**src/rtl/soc_ep_pkg.sv**
```systemverilog
// Package of register map, field layout and carrier types for the event prescaler
package soc_ep_pkg;
   // ==========================================================
   // Register byte addresses
   localparam logic [11:0] SEP_ADDR_PRESCALE = 12'h000; // event_trigger_prescale
   localparam logic [11:0] SEP_ADDR_SELECT   = 12'h004; // event_trigger_select
   localparam logic [11:0] SEP_ADDR_FLAGS    = 12'h008; // event_trigger_flags (W1C)
   localparam logic [11:0] SEP_ADDR_MASK     = 12'h00c; // interrupt mask
   // ==========================================================
   // Field positions
   localparam int SEP_B_CNT_LSB = 14;
   localparam int SEP_B_PRD_LSB = 12;
   localparam int SEP_A_CNT_LSB = 10;
   localparam int SEP_A_PRD_LSB = 8;
   localparam int SEP_B_EN_BIT  = 15;
   localparam int SEP_B_SEL_LSB = 12;
   localparam int SEP_A_EN_BIT  = 11;
   localparam int SEP_A_SEL_LSB = 8;
   localparam int SEP_FLAG_A    = 0;
   localparam int SEP_FLAG_B    = 1;
   // ==========================================================
   // Reset values
   localparam logic [1:0] SEP_PRD_RESET = 2'h0;
   localparam logic [2:0] SEP_SEL_RESET = 3'h0;
   localparam logic [1:0] SEP_CNT_RESET = 2'h0;
   localparam logic [1:0] SEP_PRD_OFF   = 2'h0;
   // ==========================================================
   // Event source selections
   typedef enum logic [2:0] {
      SEP_EV_COMPARE   = 3'h0,
      SEP_EV_ZERO      = 3'h1,
      SEP_EV_PERIOD    = 3'h2,
      SEP_EV_ZERO_PRD  = 3'h3,
      SEP_EV_CMPA_UP   = 3'h4,
      SEP_EV_CMPA_DOWN = 3'h5,
      SEP_EV_CMPB_UP   = 3'h6,
      SEP_EV_CMPB_DOWN = 3'h7
   } sep_event_sel_type;
   // Time-base event strobes, one-cycle pulses on ref_clk
   typedef struct packed {
      logic compare_a;  // Compare-module event for channel A
      logic compare_b;  // Compare-module event for channel B
      logic ctr_zero;
      logic ctr_period;
      logic cmpa_up;
      logic cmpa_down;
      logic cmpb_up;
      logic cmpb_down;
   } sep_events_type;
   // One channel's state
   typedef struct packed {
      logic                   pulse_enable;
      sep_event_sel_type      event_select;
      logic [1:0]             event_period;
      logic [1:0]             event_count;
      logic                   start_pulse;
   } sep_chan_type;
   // Whole module state
   typedef struct packed {
      sep_chan_type chan_a;
      sep_chan_type chan_b;
      logic [1:0]   flags;
      logic [1:0]   mask;
      logic         irq;
      logic [31:0]  prdata;
      logic         pready;
      logic         pslverr;
   } sep_state_type;
endpackage : soc_ep_pkg

```
**src/rtl/soc_ep_prescaler.sv**
```systemverilog
// Event prescaler issuing converter start-of-conversion pulses A and B
// Contract
// - Bits 15-14 of the prescale register read the channel-B event count, 0 to 3.
// - The B period select in bits 13-12 fires on event 1, 2 or 3 for codes 01, 10, 11.
// - A B period select of 00 stops the B counter and never yields a B pulse.
// - A B pulse appears only while the B pulse enable bit is 1.
// - A set B status flag does not hold back a B pulse.
// - Issuing a B pulse clears the B event counter by hardware.
// - Bits 11-10 of the prescale register read the channel-A event count, 0 to 3.
// - The A period select in bits 9-8 sets how many A events precede an A pulse.
// - An A pulse appears only while the A pulse enable bit is 1.
// - A set A status flag does not hold back an A pulse.
// - Issuing an A pulse clears the A event counter by hardware.
// - A period code 00 disables A, and 01, 10, 11 fire on event 1, 2, 3.
// - The 3-bit event select picks compare, zero, period, both, or CMPA/CMPB up/down.
`timescale 1ns/100ps
module soc_ep_prescaler (
   input  wire logic                       ref_clk,
   input  wire logic                       reset_n,
   input  wire logic                       psel,
   input  wire logic                       penable,
   input  wire logic                       pwrite,
   input  wire logic [11:0]                paddr,
   input  wire logic [31:0]                pwdata,
   output logic      [31:0]                prdata,
   output logic                            pready,
   output logic                            pslverr,
   input  wire soc_ep_pkg::sep_events_type tb_events,
   output logic                            conv_a_start_pulse,
   output logic                            conv_b_start_pulse,
   output logic                            irq
);
   import soc_ep_pkg::*;

   sep_state_type state;
   sep_state_type next_state;

   // ==========================================================
   // Helpers
   // Decode the selected event strobe for one channel
   function automatic logic event_hit(input sep_event_sel_type sel,
                                      input logic              compare_ev,
                                      input sep_events_type    ev);
      logic hit;
      hit = 1'b0;
      unique case (sel)
         SEP_EV_COMPARE:   hit = compare_ev;
         SEP_EV_ZERO:      hit = ev.ctr_zero;
         SEP_EV_PERIOD:    hit = ev.ctr_period;
         SEP_EV_ZERO_PRD:  hit = ev.ctr_zero | ev.ctr_period;
         SEP_EV_CMPA_UP:   hit = ev.cmpa_up;
         SEP_EV_CMPA_DOWN: hit = ev.cmpa_down;
         SEP_EV_CMPB_UP:   hit = ev.cmpb_up;
         SEP_EV_CMPB_DOWN: hit = ev.cmpb_down;
      endcase
      return hit;
   endfunction

   // Advance one channel's counter and raise its pulse when the period is met
   function automatic sep_chan_type chan_step(input sep_chan_type ch, input logic hit);
      sep_chan_type nx;
      logic [1:0]   cnt;
      nx             = ch;
      nx.start_pulse = 1'b0;
      cnt            = ch.event_count;
      if (ch.event_period == SEP_PRD_OFF) begin
         nx.event_count = cnt;
      end else begin
         if (hit && cnt < ch.event_period) begin
            cnt = cnt + 2'h1;
         end
         // Pulse independent of the status flag; a period written at or
         // below the count also fires once and clears the count
         if (cnt >= ch.event_period && ch.pulse_enable) begin
            nx.start_pulse = 1'b1;
            cnt            = SEP_CNT_RESET;
         end
         nx.event_count = cnt;
      end
      return nx;
   endfunction

   // ==========================================================
   // Next-state logic
   always_comb begin
      logic       hit_a;
      logic       hit_b;
      logic       taken;
      logic       wr;
      logic       rd;
      logic [1:0] set_flags;
      next_state = state;
      set_flags  = 2'h0;
      hit_a      = event_hit(state.chan_a.event_select, tb_events.compare_a, tb_events);
      hit_b      = event_hit(state.chan_b.event_select, tb_events.compare_b, tb_events);
      // Request taken in the first access cycle; a write lands at the edge that sees pready
      taken      = psel && penable && !state.pready;
      wr         = psel && penable && pwrite && state.pready;
      rd         = taken && !pwrite;
      // Register writes take effect before the counters step
      next_state.pready  = taken;
      next_state.pslverr = taken && !(paddr == SEP_ADDR_PRESCALE || paddr == SEP_ADDR_SELECT ||
                                      paddr == SEP_ADDR_FLAGS || paddr == SEP_ADDR_MASK);
      if (wr) begin
         unique case (paddr)
            SEP_ADDR_PRESCALE: begin
               next_state.chan_b.event_period = pwdata[SEP_B_PRD_LSB +: 2];
               next_state.chan_a.event_period = pwdata[SEP_A_PRD_LSB +: 2];
            end
            SEP_ADDR_SELECT: begin
               next_state.chan_b.pulse_enable = pwdata[SEP_B_EN_BIT];
               next_state.chan_b.event_select =
                  sep_event_sel_type'(pwdata[SEP_B_SEL_LSB +: 3]);
               next_state.chan_a.pulse_enable = pwdata[SEP_A_EN_BIT];
               next_state.chan_a.event_select =
                  sep_event_sel_type'(pwdata[SEP_A_SEL_LSB +: 3]);
            end
            SEP_ADDR_FLAGS: next_state.flags = state.flags & ~pwdata[1:0];
            SEP_ADDR_MASK:  next_state.mask  = pwdata[1:0];
            default:        next_state.pslverr = 1'b0;
         endcase
      end
      // Read data mux
      if (rd) begin
         next_state.prdata = 32'h0;
         unique case (paddr)
            SEP_ADDR_PRESCALE: begin
               next_state.prdata[SEP_B_CNT_LSB +: 2] = state.chan_b.event_count;
               next_state.prdata[SEP_B_PRD_LSB +: 2] = state.chan_b.event_period;
               next_state.prdata[SEP_A_CNT_LSB +: 2] = state.chan_a.event_count;
               next_state.prdata[SEP_A_PRD_LSB +: 2] = state.chan_a.event_period;
            end
            SEP_ADDR_SELECT: begin
               next_state.prdata[SEP_B_EN_BIT]        = state.chan_b.pulse_enable;
               next_state.prdata[SEP_B_SEL_LSB +: 3]  = state.chan_b.event_select;
               next_state.prdata[SEP_A_EN_BIT]        = state.chan_a.pulse_enable;
               next_state.prdata[SEP_A_SEL_LSB +: 3]  = state.chan_a.event_select;
            end
            SEP_ADDR_FLAGS: next_state.prdata[1:0] = state.flags;
            SEP_ADDR_MASK:  next_state.prdata[1:0] = state.mask;
            default:        next_state.pslverr     = 1'b1;
         endcase
      end
      // Channel counters and pulses
      next_state.chan_a = chan_step(next_state.chan_a, hit_a);
      next_state.chan_b = chan_step(next_state.chan_b, hit_b);
      // Sticky flags: a pulse sets its flag even if set already, set wins over clear
      set_flags[SEP_FLAG_A]       = next_state.chan_a.start_pulse;
      set_flags[SEP_FLAG_B]       = next_state.chan_b.start_pulse;
      next_state.flags            = next_state.flags | set_flags;
      next_state.irq              = |(next_state.flags & next_state.mask);
   end

   // ==========================================================
   // State register
   always_ff @(posedge ref_clk or negedge reset_n) begin
      if (!reset_n) begin
         state <= '0;
      end else begin
         state <= next_state;
      end
   end

   // Outputs straight from flip-flops
   assign prdata             = state.prdata;
   assign pready             = state.pready;
   assign pslverr            = state.pslverr;
   assign conv_a_start_pulse = state.chan_a.start_pulse;
   assign conv_b_start_pulse = state.chan_b.start_pulse;
   assign irq                = state.irq;
endmodule // soc_ep_prescaler

```
**config.mk**
```make
export PLATFORM = sky130hd
export DESIGN_NAME = soc_ep_prescaler
export DESIGN_NICKNAME = d
export VERILOG_FILES = /design/src/rtl/soc_ep_pkg.sv /design/src/rtl/soc_ep_prescaler.sv
export SDC_FILE = /design/constraint.sdc
export NUM_CORES = 1
export LEC_CHECK = 0
export ABC_AREA = 1
export BUFFER_PORTS_ARGS = -buffer_cell sky130_fd_sc_hd__buf_4
export CORE_UTILIZATION = 52
export CTS_CLUSTER_DIAMETER = 200
export DETAILED_ROUTE_END_ITERATION = 8
export PLACE_DENSITY = 0.88
export SETUP_SLACK_MARGIN = 0.05
export SLEW_MARGIN = 5
export SYNTH_ARGS = -nofsm -noshare
export SYNTH_HDL_FRONTEND = slang
export SYNTH_SLANG_ARGS = --single-unit
```
**constraint.sdc**
```tcl
create_clock -name ref_clk -period 5.4 [get_ports ref_clk]
set_input_delay 1.08 -clock ref_clk [delete_from_list [all_inputs] [get_ports ref_clk]]
set_output_delay 1.08 -clock ref_clk [all_outputs]
set_load 0.05 [all_outputs]
```
==> impl_metrics.py <==
metrics = {
    "synth": {
        "synthArstFlopShare_pct": 100,
        "synthXorXnorAreaFrac_pct": 0,
        "postSynthCellCount": 273,
        "yosysTopAreaCellShare_pct": 38.8,
        "seq_area_frac_synth_pct": 38.8,
        "synth_edf_count": 0,
        "synth_seq_cells": 35,
        "synthAdderAreaFrac_pct": 1.11,
        "yosys_warnings": 0,
        "synth.largest_area_cell": "dfrtp_1",
        "yosys.area_share.simple_pct": 27.3,
        "synth.distinct_cells": 38,
        "synthTopCellsByCount": "nand2_1, dfrtp_1, buf_4",
        "synth.most_common_cell": "nand2_1",
        "synthMuxAreaShare_pct": 3.99,
        "synth_top_family_by_area": "simple AND/OR/NAND/NOR gates",
        "ys.flop_type": "dfrtp_1",
        "syn_area_um2": 2260,
        "avgSynthCellArea_um2": 8.26,
        "synth-compound-area-share_pct": 10.3,
        "synth.area.top_cells": "dfrtp_1, buf_4, nand2_1",
    },
    "cts": {
        "cts_root_buffer": "clkbuf_8",
        "postCtsSetupBuffers": 0,
        "postCtsHoldBufs": 0,
        "cts_tree": "yes",
        "cts_buffers": 5,
        "cts.repair.resized": 0,
        "htreeDepth": 2,
        "path_clk_slew_ns": 0.07,
        "clk_latency_ns": 0.30,
        "cts.path.max_buffers": 2,
        "cts_sinks": 35,
    },
    "power": {
        "irDropWorstVdd_mv": 0.233,
        "leakage_nw": 1.49,
        "power_density_nw_per_um2": 279,
    },
    "drt": {
        "ant_nets": 0,
        "routedWlPerCell_um": 12.6,
        "routed.top_layer": "met4",
        "drtPass1Iterations": 4,
        "drt-total-wl_mm": 4.62,
        "wl_met1_mm": 1.92,
        "num_vias": 1882,
        "drcViolationCount": 0,
        "dr_wl_met2_mm": 2.34,
        "wl_met3_um": 272,
        "first_iter_violations": 107,
        "via_per_inst": 5.13,
    },
    "critical_path": {
        "critPathLaunchType": "input port",
        "critPathLaunch": "paddr[11]",
        "cp_max_fo": 14,
        "cp-end-kind": "flop",
        "worst-r2r-setup-slack_ns": 2.84,
        "critPathKind": "in2reg",
        "worstPathArrival_ns": 3.38,
        "crit_required_ns": 5.59,
        "ff2ff_path_depth": 20,
        "r2r_start": "pready$_DFF_PN0_",
        "cp-endpoint": "irq$_DFF_PN0_",
        "r2r_end": "irq$_DFF_PN0_",
    },
    "global_route": {
        "track_usage_pct": 21.7,
        "grt_max_degree": 36,
        "grt_overflow": 0,
        "antenna_found_initial": 0,
        "grt_pass1_wl_mm": 7.25,
        "grt_pass1_vias": 1719,
    },
    "sta": {
        "rsz0062_at_grt": "no",
        "finalCritPeriodShare_pct": 59.1,
        "hold_viol_final": 0,
        "setup_violations": 0,
        "drv_slew": 0,
        "fin_worst_skew_ns": 0.00781,
        "fin_setup_tns_ns": 0,
        "timing.final.crit_period_ns": 3.19,
        "fmax_mhz": 314,
    },
    "place": {
        "place_area_um2": 2510,
        "place.gp.congestion": 0.865,
        "hpwl_mm": 3.45,
        "place_inst": 359,
        "portBuffers": 49,
    },
    "floorplanning": {
        "io_pins": 94,
        "fp.dieH_um": 67.9,
        "initial_core_util_pct": 55.2,
        "dieArea_um2": 4610,
        "die_w_um": 67.9,
        "core_um2": 4090,
        "rows": 23,
    },
    "job": {
        "maxCapViolCount": 0,
    },
    "layout": {
        "fillers": 344,
        "nets": 375,
        "stdcell_area_um2": 2610,
        "syn2layout_area_growth_pct": 15.7,
        "final_cells": 367,
        "layout-drive-gt1-share_pct": 31.2,
        "diodes": 0,
    },
    "run_status": {
        "outcome": "finished, final reports clean",
    },
    "min_path": {
        "hold_class": "reg2reg",
        "hold_start": "prdata[0]$_DFFE_PN0P_",
    },
}
==> flip-flops by register name (all words and copies together), names as in the netlist <==
signal	cells
state	20
prdata	10
conv_a_start_pulse	1
conv_b_start_pulse	1
irq	1
pready	1
pslverr	1
==> cell type report <==
cell class	count	area [um2]	area share, %
Tap cell	50	62.6	2.40
Clock buffer	8	100	3.84
Timing Repair Buffer	49	368	14.1
Multi-Input combinational cell	183	1050	40.1
Sequential cell	35	876	33.6
Inverter	42	158	6.04
==> how the worst min path moves through the flow <==
| stage | endpoint | slack (ns) | cells past startpoint |
|---|---|---|---|
| after floorplan | prdata[0]$_DFFE_PN0P_ | 0.45 | 1 |
| after global placement | prdata[0]$_DFFE_PN0P_ | 0.47 | 1 |
| after detailed placement | prdata[0]$_DFFE_PN0P_ | 0.47 | 1 |
| after CTS | prdata[0]$_DFFE_PN0P_ | 0.49 | 1 |
| after global routing | prdata[0]$_DFFE_PN0P_ | 0.51 | 1 |
| final | prdata[0]$_DFFE_PN0P_ | 0.49 | 1 |
==> logic make-up after synthesis <==
group,count (synthesis)
AND/OR/NAND/NOR,114
buffers and inverters,76
AO/OA/AOI/OAI,37
flip-flops,35
multiplexers,8
adder cells (fa/ha/maj),2
other,1
==> layout by cell type, fill, tap and decap left out, types with 5 or more instances in the layout <==
cell type	count
o22ai_1	8
dfrtp_1	35
conb_1	22
nor2_1	6
nand2_2	6
inv_2	9
buf_4	49
a21oi_1	5
nand2_1	60
o21ai_0	12
inv_1	31
nand3_1	18
mux2_2	8
clkbuf_8	7
==> routing by layer <==
layer / track usage (%) / vias up
met5: 0 / -
met4: 12.2 / 0
met3: 6.50 / 9
met2: 35.5 / 68
met1: 25.2 / 887
li1: - / 918
==> metrics by stage <==
stage | hold slack, ns | total power [mW] | worst slack (ns) | util [%]
4_1_cts | 0.489 | 0.729 | 2.22 | 63.9
3_3_place_gp | 0.474 | 0.511 | 1.99 | 61.4
6_report | 0.486 | 0.728 | 2.21 | 63.9
3_5_place_dp | 0.470 | 0.517 | 1.93 | 61.4
2_1_floorplan | 0.451 | 0.470 | 2.38 | -
5_1_grt | 0.513 | 0.761 | 1.98 | 63.9
==> report_power, final <==
| group | internal [mW] | switching (mW) |
|---|---|---|
| clock network | 0.116 | 0.0971 |
| logic | 0.0671 | 0.154 |
| registers | 0.281 | 0.0114 |
==> worst max-delay path: stages <==
cell	delay [ns]
buf_4	0.11
nor2_2	0.10
nand2_2	0.10
nor2_8	0.25
nand3_4	0.14
nand2_1	0.08
nand2_1	0.06
nor2_1	0.11
nand2_1	0.08
nand2_2	0.09
nand2_1	0.06
nand2_1	0.06
nand2_1	0.06
ha_1	0.27
inv_1	0.05
nand2_1	0.06
o21ai_1	0.19
clkinv_1	0.13
nand3_2	0.11
nand2_2	0.06
nand2_1	0.06
nand2_1	0.05
No activity file was read; power rests on OpenSTA's default activity.
